File: config.mk
export PLATFORM = sky130hd
export DESIGN_NAME = wgm_mode_controller
export DESIGN_NICKNAME = d
export VERILOG_FILES = /design/src/rtl/wgm_osc_gen.v /design/src/rtl/wgm_pid_pwm.v /design/src/rtl/wgm_mode_controller.v
export VERILOG_INCLUDE_DIRS = /design/src /design/src/pkg
export SDC_FILE = /design/constraint.sdc
export NUM_CORES = 2
export LEC_CHECK = 0
export BUFFER_PORTS_ARGS = -buffer_cell sky130_fd_sc_hd__clkbuf_2
export CORE_UTILIZATION = 40
export CTS_BUF_LIST = sky130_fd_sc_hd__clkbuf_4 sky130_fd_sc_hd__clkbuf_8
export DETAILED_ROUTE_END_ITERATION = 8
export REMOVE_ABC_BUFFERS = 1
export SYNTH_ARGS = -nofsm -noshare
export SYNTH_HDL_FRONTEND = slang
export SYNTH_SLANG_ARGS = --single-unit
File: constraint.sdc
create_clock -name sys_clk -period 122.2 [get_ports sys_clk]
set_input_delay 12.22 -clock sys_clk [delete_from_list [all_inputs] [get_ports sys_clk]]
set_output_delay 12.22 -clock sys_clk [all_outputs]
set_load 0.01 [all_outputs]
File: src/pkg/wgm_map.vh
// register map, field positions, mode codes and timing for the web guider mode controller
`ifndef WGM_MAP_VH
`define WGM_MAP_VH

// ************************************************************
// register byte offsets
// ************************************************************
`define WGM_OFF_CTRL 8'h00
`define WGM_OFF_STATUS 8'h04
`define WGM_OFF_MANSPD 8'h08
`define WGM_OFF_CENTER 8'h0C
`define WGM_OFF_OFFSET 8'h10
`define WGM_OFF_RANGE 8'h14
`define WGM_OFF_OSC 8'h18
`define WGM_OFF_GAIN 8'h1C
`define WGM_OFF_THRESH 8'h20
`define WGM_OFF_POS 8'h24
`define WGM_OFF_AUTOSPD 8'h28

// ************************************************************
// control register fields
// ************************************************************
`define WGM_CTRL_MODE 2:0
`define WGM_CTRL_IFEN 3
`define WGM_CTRL_ENSRC 4
`define WGM_CTRL_FIXED 5
`define WGM_CTRL_INTEG 6
`define WGM_CTRL_THREE 7
`define WGM_CTRL_MANL 8
`define WGM_CTRL_MANR 9
`define WGM_CTRL_OSCON 10
`define WGM_CTRL_RESET 16'h0000

// ************************************************************
// operating modes
// ************************************************************
`define WGM_MODE_IDLE 3'h0
`define WGM_MODE_MANUAL 3'h1
`define WGM_MODE_CENTER 3'h2
`define WGM_MODE_AUTO 3'h3
`define WGM_MODE_PARK 3'h4
`define WGM_MODE_EDGE 3'h5

// ************************************************************
// reset values and arithmetic constants
// ************************************************************
`define WGM_MANSPD_RESET 16'h0100
`define WGM_AUTOSPD_RESET 16'h0400
`define WGM_RANGE_RESET 16'h1000
`define WGM_GAIN_RESET 32'h04041010
`define WGM_THRESH_RESET 32'h00200010
`define WGM_OSC_RESET 32'h00100000
`define WGM_HOME_PRESET 16'h0000
`define WGM_GAIN_SHIFT 4
`define WGM_LIM_NUM 3
`define WGM_LIM_DEN_SHIFT 2
`define WGM_INTEG_LIMIT 20'h3FFFF

// ************************************************************
// timing
// ************************************************************
`define WGM_CLK_NS 10
`define WGM_STOP_NS 1000
`define WGM_SPD_WIN_NS 10000
`define WGM_STOP_CYC (`WGM_STOP_NS / `WGM_CLK_NS)
`define WGM_SPD_CYC (`WGM_SPD_WIN_NS / `WGM_CLK_NS)

`endif

File: src/rtl/wgm_osc_gen.v
// triangular oscillation generator for the guiding set position
`timescale 1ns/1ns
module wgm_osc_gen #(
	parameter WIDTH = 16
) (
	input wire sys_clk,
	input wire rst_n,
	input wire enable,
	input wire [WIDTH-1:0] stroke,
	input wire [WIDTH-1:0] stepCyc,
	output reg signed [WIDTH-1:0] oscOut
);
	reg [WIDTH-1:0] tickReg;
	reg upReg;
	wire signed [WIDTH:0] top = $signed({1'b0, stroke});

	always @(posedge sys_clk or negedge rst_n) begin
		if (!rst_n) begin
			tickReg <= {WIDTH{1'b0}};
			upReg <= 1'b1;
			oscOut <= {WIDTH{1'b0}};
		end else if (!enable) begin
			tickReg <= {WIDTH{1'b0}};
			upReg <= 1'b1;
			oscOut <= {WIDTH{1'b0}};
		end else if (tickReg >= stepCyc) begin
			tickReg <= {WIDTH{1'b0}};
			// turn at either end of the stroke
			if (upReg && ($signed({oscOut[WIDTH-1], oscOut}) >= top)) begin
				upReg <= 1'b0;
			end else if (!upReg && ($signed({oscOut[WIDTH-1], oscOut}) <= -top)) begin
				upReg <= 1'b1;
			end else if (upReg) begin
				oscOut <= oscOut + 1'b1;
			end else begin
				oscOut <= oscOut - 1'b1;
			end
		end else begin
			tickReg <= tickReg + 1'b1;
		end
	end
endmodule

File: src/rtl/wgm_pid_pwm.v
// PID speed controller with pulse-width-modulated power stage command
`timescale 1ns/1ns
`include "wgm_map.vh"
module wgm_pid_pwm #(
	parameter PWM_BITS = 8
) (
	input wire sys_clk,
	input wire rst_n,
	input wire clear,
	input wire sample,
	input wire signed [15:0] speedSet,
	input wire signed [15:0] speedAct,
	input wire [7:0] kp,
	input wire [7:0] ki,
	input wire [7:0] kd,
	output reg pwmOut,
	output reg dirOut
);
	reg signed [19:0] integReg;
	reg signed [16:0] errPrevReg;
	reg signed [15:0] driveReg;
	reg [PWM_BITS-1:0] cntReg;
	wire signed [16:0] err = speedSet - speedAct;
	wire signed [19:0] integSum = integReg + err;
	wire signed [19:0] integLim = $signed(`WGM_INTEG_LIMIT);
	reg signed [35:0] sumWide;
	reg [15:0] mag;
	reg [PWM_BITS-1:0] duty;

	always @* begin
		sumWide = $signed({1'b0, kp}) * err
			+ $signed({1'b0, ki}) * (integReg >>> `WGM_GAIN_SHIFT)
			+ $signed({1'b0, kd}) * (err - errPrevReg);
		sumWide = sumWide >>> `WGM_GAIN_SHIFT;
		mag = driveReg[15] ? 16'h0000 - driveReg : driveReg;
		duty = (mag > {{(16-PWM_BITS){1'b0}}, {PWM_BITS{1'b1}}}) ? {PWM_BITS{1'b1}} :
			mag[PWM_BITS-1:0];
	end

	always @(posedge sys_clk or negedge rst_n) begin
		if (!rst_n) begin
			integReg <= 20'h00000;
			errPrevReg <= 17'h00000;
			driveReg <= 16'h0000;
			cntReg <= {PWM_BITS{1'b0}};
			pwmOut <= 1'b0;
			dirOut <= 1'b0;
		end else begin
			cntReg <= cntReg + 1'b1;
			pwmOut <= (cntReg < duty);
			dirOut <= driveReg[15];
			if (clear) begin
				integReg <= 20'h00000;
				errPrevReg <= 17'h00000;
				driveReg <= 16'h0000;
			end else if (sample) begin
				// integrator clamped so a stalled actuator cannot wind up
				if (integSum > integLim) begin
					integReg <= integLim;
				end else if (integSum < -integLim) begin
					integReg <= -integLim;
				end else begin
					integReg <= integSum;
				end
				errPrevReg <= err;
				if (sumWide > 36'sd32767) begin
					driveReg <= 16'h7FFF;
				end else if (sumWide < -36'sd32767) begin
					driveReg <= 16'h8001;
				end else begin
					driveReg <= sumWide[15:0];
				end
			end
		end
	end
endmodule

File: src/rtl/wgm_mode_controller.v
// operating-mode sequencer, cascaded position loop and APB registers of the web guider
// ************************************************************
// Summary of operation
// - acknowledge each selected mode to the station
// - manual jog left/right at limited speed
// - center: seek switch, preset counter, go center
// - automatic: correct web error only when enabled
// - enable from local pin or interface, auto and edge search
// - signed web offset shifts set position
// - fixed sensors clamp offset to 75 percent
// - oscillation value added to set position
// - fixed sensors keep oscillation within 75 percent
// - park drives slide to outer end
// - edge search tracks edge until mode change
// - P position loop feeds PID speed, PWM
// - integral: web P gives actuator position setpoint
// - support beam sensor follows web edge
// - three-position outputs with threshold and window
// ************************************************************
`timescale 1ns/1ns
`include "wgm_map.vh"
module wgm_mode_controller #(
	parameter BEAM_RANGE = 16'h7FFF,
	parameter PWM_BITS = 8
) (
	input wire sys_clk,
	input wire rst_n,
	input wire psel,
	input wire penable,
	input wire pwrite,
	input wire [7:0] paddr,
	input wire [31:0] pwdata,
	output reg [31:0] prdata,
	output reg pready,
	output reg pslverr,
	input wire signed [15:0] webPos,
	input wire edgeSeen,
	input wire centerSwitch,
	input wire outerEnd,
	input wire encA,
	input wire encB,
	input wire localEnable,
	output wire motorPwm,
	output wire motorDir,
	output reg switchLeft,
	output reg switchRight,
	output reg [2:0] modeAck,
	output reg modeAckPulse
);
	localparam ST_STOP = 1'b0;
	localparam ST_RUN = 1'b1;
	localparam [15:0] STOP_CYC = `WGM_STOP_CYC;
	localparam [15:0] SPD_CYC = `WGM_SPD_CYC;

	// ************************************************************
	// helpers
	// ************************************************************
	function signed [15:0] sat16;
		input signed [31:0] v;
		begin
			if (v > 32'sd32767) begin
				sat16 = 16'h7FFF;
			end else if (v < -32'sd32767) begin
				sat16 = 16'h8001;
			end else begin
				sat16 = v[15:0];
			end
		end
	endfunction

	function signed [15:0] clampMag;
		input signed [15:0] v;
		input [15:0] lim;
		reg signed [16:0] l;
		begin
			l = $signed({2'b00, lim[14:0]});
			// both sides signed, or a negative value would clamp to the positive limit
			if ($signed({v[15], v}) > l) begin
				clampMag = l[15:0];
			end else if ($signed({v[15], v}) < -l) begin
				clampMag = 16'h0000 - l[15:0];
			end else begin
				clampMag = v;
			end
		end
	endfunction

	function signed [15:0] pMul;
		input [7:0] k;
		input signed [15:0] e;
		reg signed [31:0] prod;
		begin
			prod = $signed({1'b0, k}) * e;
			pMul = sat16(prod >>> `WGM_GAIN_SHIFT);
		end
	endfunction

	// ************************************************************
	// registers
	// ************************************************************
	reg [15:0] ctrlReg;
	reg [2:0] modeReqReg;
	reg [15:0] manSpdReg;
	reg signed [15:0] centerReg;
	reg signed [15:0] offsetReg;
	reg [15:0] rangeReg;
	reg [31:0] oscReg;
	reg [31:0] gainReg;
	reg [31:0] threshReg;
	reg [15:0] autoSpdReg;
	reg [2:0] activeModeReg;
	reg stateReg;
	reg [15:0] stopCntReg;
	reg homedReg;
	reg signed [15:0] posReg;
	reg signed [15:0] posLastReg;
	reg signed [15:0] speedReg;
	reg [15:0] spdCntReg;
	reg sampleReg;
	reg encAReg;
	reg encBReg;
	reg guidingReg;

	wire apbAccess = psel & penable & pready;
	wire apbWrite = apbAccess & pwrite;
	wire guiderEn = ctrlReg[`WGM_CTRL_ENSRC] ? ctrlReg[`WGM_CTRL_IFEN] : localEnable;
	wire fixedSensor = ctrlReg[`WGM_CTRL_FIXED];
	wire running = (stateReg == ST_RUN);

	// ************************************************************
	// set position, offset and oscillation
	// ************************************************************
	wire [31:0] range75Wide = rangeReg * `WGM_LIM_NUM;
	wire [15:0] lim75 = range75Wide[17:2];
	wire [15:0] offLim = fixedSensor ? lim75 : BEAM_RANGE;
	wire signed [15:0] oscRaw;
	wire signed [15:0] offEff = clampMag(offsetReg, offLim);
	wire signed [15:0] oscEff = fixedSensor ? clampMag(oscRaw, lim75) : oscRaw;
	wire signed [15:0] setPos = sat16(offEff + oscEff);
	wire signed [15:0] webErr = sat16(setPos - webPos);

	wgm_osc_gen #(
		.WIDTH(16)
	) u_osc (
		.sys_clk(sys_clk),
		.rst_n(rst_n),
		.enable(ctrlReg[`WGM_CTRL_OSCON] && activeModeReg == `WGM_MODE_AUTO),
		.stroke(oscReg[15:0]),
		.stepCyc(oscReg[31:16]),
		.oscOut(oscRaw)
	);

	// ************************************************************
	// speed setpoint per mode
	// ************************************************************
	reg signed [15:0] speedSet;
	reg signed [15:0] posTarget;
	reg pidClear;
	always @* begin
		speedSet = 16'h0000;
		posTarget = centerReg;
		pidClear = !running || ctrlReg[`WGM_CTRL_THREE];
		if (running) begin
			case (activeModeReg)
				`WGM_MODE_MANUAL: begin
					if (ctrlReg[`WGM_CTRL_MANR] && !ctrlReg[`WGM_CTRL_MANL]) begin
						speedSet = $signed(manSpdReg);
					end else if (ctrlReg[`WGM_CTRL_MANL] && !ctrlReg[`WGM_CTRL_MANR]) begin
						speedSet = 16'h0000 - manSpdReg;
					end
				end
				`WGM_MODE_CENTER: begin
					if (!homedReg) begin
						speedSet = $signed(manSpdReg);
					end else begin
						speedSet = clampMag(pMul(gainReg[31:24], sat16(centerReg - posReg)),
							autoSpdReg);
					end
				end
				`WGM_MODE_AUTO: begin
					if (guiderEn && ctrlReg[`WGM_CTRL_INTEG]) begin
						posTarget = sat16(centerReg + pMul(gainReg[7:0], webErr));
						speedSet = clampMag(pMul(gainReg[31:24], sat16(posTarget - posReg)),
							autoSpdReg);
					end else if (guiderEn) begin
						speedSet = clampMag(pMul(gainReg[7:0], webErr), autoSpdReg);
					end
				end
				`WGM_MODE_PARK: begin
					if (!outerEnd) begin
						speedSet = $signed(autoSpdReg);
					end
				end
				`WGM_MODE_EDGE: begin
					// sensor tracks the edge once seen, otherwise keeps sweeping inward
					if (edgeSeen) begin
						speedSet = clampMag(pMul(gainReg[7:0], sat16(16'h0000 - webPos)),
							autoSpdReg);
					end else begin
						speedSet = 16'h0000 - manSpdReg;
					end
				end
				default: begin
					speedSet = 16'h0000;
				end
			endcase
		end
	end

	wgm_pid_pwm #(
		.PWM_BITS(PWM_BITS)
	) u_pid (
		.sys_clk(sys_clk),
		.rst_n(rst_n),
		.clear(pidClear),
		.sample(sampleReg),
		.speedSet(speedSet),
		.speedAct(speedReg),
		.kp(gainReg[15:8]),
		.ki(gainReg[23:16]),
		.kd(gainReg[23:16]),
		.pwmOut(motorPwm),
		.dirOut(motorDir)
	);

	// ************************************************************
	// mode sequencer
	// ************************************************************
	always @(posedge sys_clk or negedge rst_n) begin
		if (!rst_n) begin
			stateReg <= ST_STOP;
			activeModeReg <= `WGM_MODE_IDLE;
			stopCntReg <= 16'h0000;
			modeAck <= `WGM_MODE_IDLE;
			modeAckPulse <= 1'b0;
			homedReg <= 1'b0;
		end else begin
			modeAckPulse <= 1'b0;
			case (stateReg)
				ST_RUN: begin
					if (modeReqReg != activeModeReg) begin
						stateReg <= ST_STOP;
						stopCntReg <= 16'h0000;
					end else if (activeModeReg == `WGM_MODE_CENTER && !homedReg && centerSwitch) begin
						homedReg <= 1'b1;
					end
				end
				ST_STOP: begin
					// motor held still for a settle time before the new sequence starts
					if (stopCntReg >= STOP_CYC - 16'h0001) begin
						stateReg <= ST_RUN;
						activeModeReg <= modeReqReg;
						modeAck <= modeReqReg;
						modeAckPulse <= 1'b1;
						homedReg <= 1'b0;
					end else begin
						stopCntReg <= stopCntReg + 16'h0001;
					end
				end
				default: begin
					stateReg <= ST_STOP;
				end
			endcase
		end
	end

	// ************************************************************
	// encoder position and speed
	// ************************************************************
	wire encStep = encA ^ encAReg ^ encB ^ encBReg;
	always @(posedge sys_clk or negedge rst_n) begin
		if (!rst_n) begin
			encAReg <= 1'b0;
			encBReg <= 1'b0;
			posReg <= 16'h0000;
			posLastReg <= 16'h0000;
			speedReg <= 16'h0000;
			spdCntReg <= 16'h0000;
			sampleReg <= 1'b0;
		end else begin
			encAReg <= encA;
			encBReg <= encB;
			sampleReg <= 1'b0;
			if (running && activeModeReg == `WGM_MODE_CENTER && !homedReg && centerSwitch) begin
				posReg <= `WGM_HOME_PRESET;
			end else if (encStep) begin
				posReg <= (encAReg ^ encB) ? posReg + 16'h0001 : posReg - 16'h0001;
			end
			if (spdCntReg >= SPD_CYC - 16'h0001) begin
				spdCntReg <= 16'h0000;
				speedReg <= posReg - posLastReg;
				posLastReg <= posReg;
				sampleReg <= 1'b1;
			end else begin
				spdCntReg <= spdCntReg + 16'h0001;
			end
		end
	end

	// ************************************************************
	// three-position outputs
	// ************************************************************
	wire signed [16:0] swOn = $signed({1'b0, threshReg[31:16]});
	wire signed [16:0] swWin = $signed({1'b0, threshReg[15:0]});
	wire signed [16:0] errX = {webErr[15], webErr};
	wire threeActive = running && ctrlReg[`WGM_CTRL_THREE] && activeModeReg == `WGM_MODE_AUTO
		&& guiderEn;
	always @(posedge sys_clk or negedge rst_n) begin
		if (!rst_n) begin
			switchLeft <= 1'b0;
			switchRight <= 1'b0;
			guidingReg <= 1'b0;
		end else begin
			guidingReg <= running && activeModeReg == `WGM_MODE_AUTO && guiderEn;
			if (!threeActive || (errX <= swWin && errX >= -swWin)) begin
				switchLeft <= 1'b0;
				switchRight <= 1'b0;
			end else if (errX > swOn) begin
				switchRight <= 1'b1;
				switchLeft <= 1'b0;
			end else if (errX < -swOn) begin
				switchLeft <= 1'b1;
				switchRight <= 1'b0;
			end
		end
	end

	// ************************************************************
	// APB slave
	// ************************************************************
	reg [31:0] rdMux;
	reg mapped;
	always @* begin
		mapped = 1'b1;
		rdMux = 32'h00000000;
		case (paddr)
			`WGM_OFF_CTRL: rdMux = {16'h0000, ctrlReg[15:3], modeReqReg};
			`WGM_OFF_STATUS: rdMux = {26'h0000000, guidingReg, homedReg, stateReg, activeModeReg};
			`WGM_OFF_MANSPD: rdMux = {16'h0000, manSpdReg};
			`WGM_OFF_CENTER: rdMux = {16'h0000, centerReg};
			`WGM_OFF_OFFSET: rdMux = {16'h0000, offsetReg};
			`WGM_OFF_RANGE: rdMux = {16'h0000, rangeReg};
			`WGM_OFF_OSC: rdMux = oscReg;
			`WGM_OFF_GAIN: rdMux = gainReg;
			`WGM_OFF_THRESH: rdMux = threshReg;
			`WGM_OFF_POS: rdMux = {16'h0000, posReg};
			`WGM_OFF_AUTOSPD: rdMux = {16'h0000, autoSpdReg};
			default: mapped = 1'b0;
		endcase
	end

	always @(posedge sys_clk or negedge rst_n) begin
		if (!rst_n) begin
			pready <= 1'b0;
			pslverr <= 1'b0;
			prdata <= 32'h00000000;
		end else begin
			// one wait state: answer registered so pready comes from a flop
			pready <= psel && penable && !pready;
			pslverr <= psel && penable && !pready && !mapped;
			if (psel && penable && !pready && !pwrite) begin
				prdata <= rdMux;
			end
		end
	end

	always @(posedge sys_clk or negedge rst_n) begin
		if (!rst_n) begin
			ctrlReg <= `WGM_CTRL_RESET;
			modeReqReg <= `WGM_MODE_IDLE;
			manSpdReg <= `WGM_MANSPD_RESET;
			centerReg <= 16'h0000;
			offsetReg <= 16'h0000;
			rangeReg <= `WGM_RANGE_RESET;
			oscReg <= `WGM_OSC_RESET;
			gainReg <= `WGM_GAIN_RESET;
			threshReg <= `WGM_THRESH_RESET;
			autoSpdReg <= `WGM_AUTOSPD_RESET;
		end else begin
			if (running && activeModeReg == `WGM_MODE_EDGE && guiderEn) begin
				modeReqReg <= `WGM_MODE_AUTO;
			end else if (apbWrite && paddr == `WGM_OFF_CTRL) begin
				modeReqReg <= pwdata[`WGM_CTRL_MODE];
			end
			if (apbWrite) begin
				case (paddr)
					`WGM_OFF_CTRL: ctrlReg <= pwdata[15:0];
					`WGM_OFF_MANSPD: manSpdReg <= {1'b0, pwdata[14:0]};
					`WGM_OFF_CENTER: centerReg <= pwdata[15:0];
					`WGM_OFF_OFFSET: offsetReg <= pwdata[15:0];
					`WGM_OFF_RANGE: rangeReg <= pwdata[15:0];
					`WGM_OFF_OSC: oscReg <= pwdata;
					`WGM_OFF_GAIN: gainReg <= pwdata;
					`WGM_OFF_THRESH: threshReg <= pwdata;
					`WGM_OFF_AUTOSPD: autoSpdReg <= {1'b0, pwdata[14:0]};
					default: ctrlReg <= ctrlReg;
				endcase
			end
		end
	end
endmodule

==> metrics <==
Post-CTS Setup Repair Bufs 0; Worst VDD drop 9.782 uV; Mapped Cells 9211; P per Cell Area 9.090 mW/mm^2; Ys Warns 0; critical path fanouts, max 64; largest net degree at the start of global routing 157; Crit Path Category in2reg; EDFF count, synth 0; Vias 67842; GRT Util Overall 27.21%; Crit path largest cell delay 0.86 ns; reg2reg path depth 169; Synth Register Bits 412; Max-Slew Margin vs Limit 17.71%; worst hold path type reg2reg; area of the multi-input gates 0.06014 sq mm; worst r2r dst u_pid.driveReg[6]; Worst Hold Launch posLastReg[13]; Hold Path Cell Cnt 2; Final Hold Viols 0; Synth-to-Final Area Change 6.847%; LEAKAGE 41.61 nW; worst path arrival time 49.59 ns; first-pass GRT wire length 407900 um; Post-Syn Area 0.07713 sq mm; first drt pass iteration count 8; core footprint 0.1908 sq mm; WL final 266700 um; clk_lat worst skew 0.83 ns; Worst path slowest cell maj3_1; GR Overflow Total 0; deepest clock path buffer count 3; DR iter-0 viols 4968; DIE WIDTH 441.1 um; Setup Skew 0.05589 ns; Die Y 441.1 um; drt drc 0; most used cell, CP fa_1; RSZ-0062 raised after global routing no; fillers 19080; final design instance area without fill 0.08242 sq mm; starting density of the core 40.43%; CP startpoint kind primary input; Pins Over Slew Limit 0; crit end category register; Worst R2R Start rangeReg[1]; outcome finished clean; Num Clock Sinks 412; initial antenna violation count 16; Synth Flop Type dfrtp_1; clock root buffer master clkbuf_8; post-placement cell area 0.08067 sq mm; WHS Endpoint posLastReg[13]; share of cells above drive strength 1 7.626%; # rows 160; CTS tree done; vias per cell 5.773; die area 0.1946 sq mm; Placer Congestion 1.031; fraction of registers with async set/reset 100.0%; io pins 109; post-CTS sizing 0; Final min period 48.89 ns; vias in the first global route 68012; register area 0.01033 sq mm; Final ANT Viol Nets 0; max-cap violation count 0; Final setup viols 0; total CTS buffers 75; r2r setup slk 74.90 ns; crit share post-route 40.01%; cts-stage hold buffer count 0; WL per Instance 22.69 um; nets 10899; post-synthesis cell type count 121; Worst Path Required 122.90 ns; aggregate negative setup slack 0 ns; PortBufs 108; Clk pin slew, worst setup/hold paths 0.06 ns; placed wire-length estimate 214600 um; Max Fclk 0.02045 GHz; sequential area share after synthesis 13.38%; CTS H-tree depth 3; Syn Area/Cell 8.374 sq um; Slew @ Worst Pin 1.221 ns
## cell usage in the layout, fill, tap and decap left out, drive strengths merged, types with 114 or more instances in the layout
cell,count
a21o,126
a21oi,413
and2,342
and3,161
buf,150
clkbuf,219
dfrtp,401
fa,794
ha,865
inv,1433
mux2,195
nand2,813
nand3,378
nor2,440
nor2b,122
nor3,169
o21a,114
o21ai,324
xnor2,279
xor2,116
## layout make-up
class,instances,area share (%)
clock buffer,112,1.726
tap,2511,3.812
inverter,1433,6.527
sequential,412,12.53
timing repair buffer,257,2.040
multi-input combinational,6994,72.97
clock inverter,23,0.3674
antenna,9,0.02733
## cell families (layout without fill, tap and decap cells)
family          after synthesis  in the layout  synth area share [%]
flops                       412            412                 13.38
fa+ha+maj                  1684           1684                 34.96
xor+xnor                    395            395                 4.485
mux                         222            222                 3.197
simple gates               2845           2845                 18.59
buf+inv                    1810           1825                 8.875
compound gates             1842           1842                 16.50
other cells                   1             15              0.004862
## synthesized netlist by cell type (32+ instances only)
cell | count | area share (%)
a221o_1 | 37 | 0.48
and3_1 | 161 | 1.3
o211ai_1 | 66 | 0.64
nor2_1 | 439 | 2.1
nand2b_1 | 78 | 0.63
nand3_1 | 378 | 2.5
xor2_1 | 116 | 1.3
o21ai_0 | 302 | 2.0
a221oi_1 | 49 | 0.56
xnor2_1 | 279 | 3.2
nand2_1 | 812 | 4.0
a21o_1 | 126 | 1.2
clkbuf_1 | 322 | 1.6
a21oi_1 | 412 | 2.7
nor3_1 | 166 | 1.1
nand4_1 | 68 | 0.55
or3_1 | 49 | 0.40
nor2b_1 | 122 | 0.99
a211oi_1 | 70 | 0.68
ha_1 | 865 | 14
and2_1 | 340 | 2.8
o21bai_1 | 51 | 0.50
mux2_2 | 195 | 2.8
o31ai_1 | 50 | 0.49
dfrtp_1 | 401 | 13
buf_1 | 34 | 0.17
a31oi_1 | 79 | 0.64
nor4_1 | 45 | 0.36
a311oi_1 | 36 | 0.41
o21a_1 | 113 | 1.1
nor3b_1 | 38 | 0.37
fa_1 | 794 | 21
or4_1 | 38 | 0.37
a22oi_1 | 32 | 0.31
a21boi_0 | 35 | 0.34
inv_1 | 1429 | 7.0
## worst max path at each step
stage	start	to	slack [ns]	cells after the start
2_1_floorplan	webPos[2]	u_pid.driveReg[1]	73.95	133
3_3_place_gp	webPos[0]	u_pid.driveReg[1]	73.97	137
3_5_place_dp	webPos[0]	u_pid.driveReg[1]	73.16	137
4_1_cts	webPos[0]	u_pid.driveReg[6]	73.91	137
5_1_grt	webPos[0]	u_pid.driveReg[8]	71.11	137
6_report	webPos[0]	u_pid.driveReg[6]	73.31	137
## layer usage
layer | global-route usage [%] | vias up | wire (um)
li1 | - | 31364 | -
met4 | 11.64 | 6 | 11990
met3 | 4.037 | 442 | 16610
met5 | 0 | - | 44
met1 | 35.35 | 33894 | 114000
met2 | 44.91 | 2136 | 124000
## stage by stage
stage / total power [mW] / worst slack, ns / util (%) / instances / hold slack, ns
floorplan: 0.4238 / 73.95 / - / 8839 / 0.4473
global placement: 0.5806 / 73.97 / 42.28 / 11607 / 0.4626
detailed placement: 0.5854 / 73.16 / 42.28 / 11607 / 0.4719
CTS: 0.7455 / 73.91 / 43.19 / 11742 / 0.4849
global route: 0.7950 / 71.11 / 43.19 / 11747 / 0.5103
finish: 0.7492 / 73.31 / 43.20 / 11751 / 0.4773
## critical path, delay by kind of cell
kind / cells / cell delay, ns
xor+xnor: 3 / 0.65
fa+ha+maj: 29 / 12.77
buf+inv: 16 / 2.64
compound gates: 64 / 15.18
simple gates: 25 / 6.05
## power breakdown
part	total, mW	internal, mW	switching [mW]
Clock	0.157	0.0862	0.0708
Sequential	0.160	0.147	0.0129
Combinational	0.433	0.132	0.301
Total	0.749	0.364	0.385
## registers in the layout (all words and copies together) (netlist names), 8 cells and up
name and cells:
rangeReg 16, autoSpdReg 15, posLastReg 16, centerReg 16
u_osc.oscOut 16, manSpdReg 15, offsetReg 16, posReg 16
u_pid.driveReg 16, u_pid.errPrevReg 17, spdCntReg 16, prdata 32
threshReg 32, stopCntReg 16, oscReg 32, u_pid.cntReg 8
gainReg 32, speedReg 16, u_pid.integReg 20, ctrlReg 13
u_osc.tickReg 16
(Power assumes the default switching activity.)
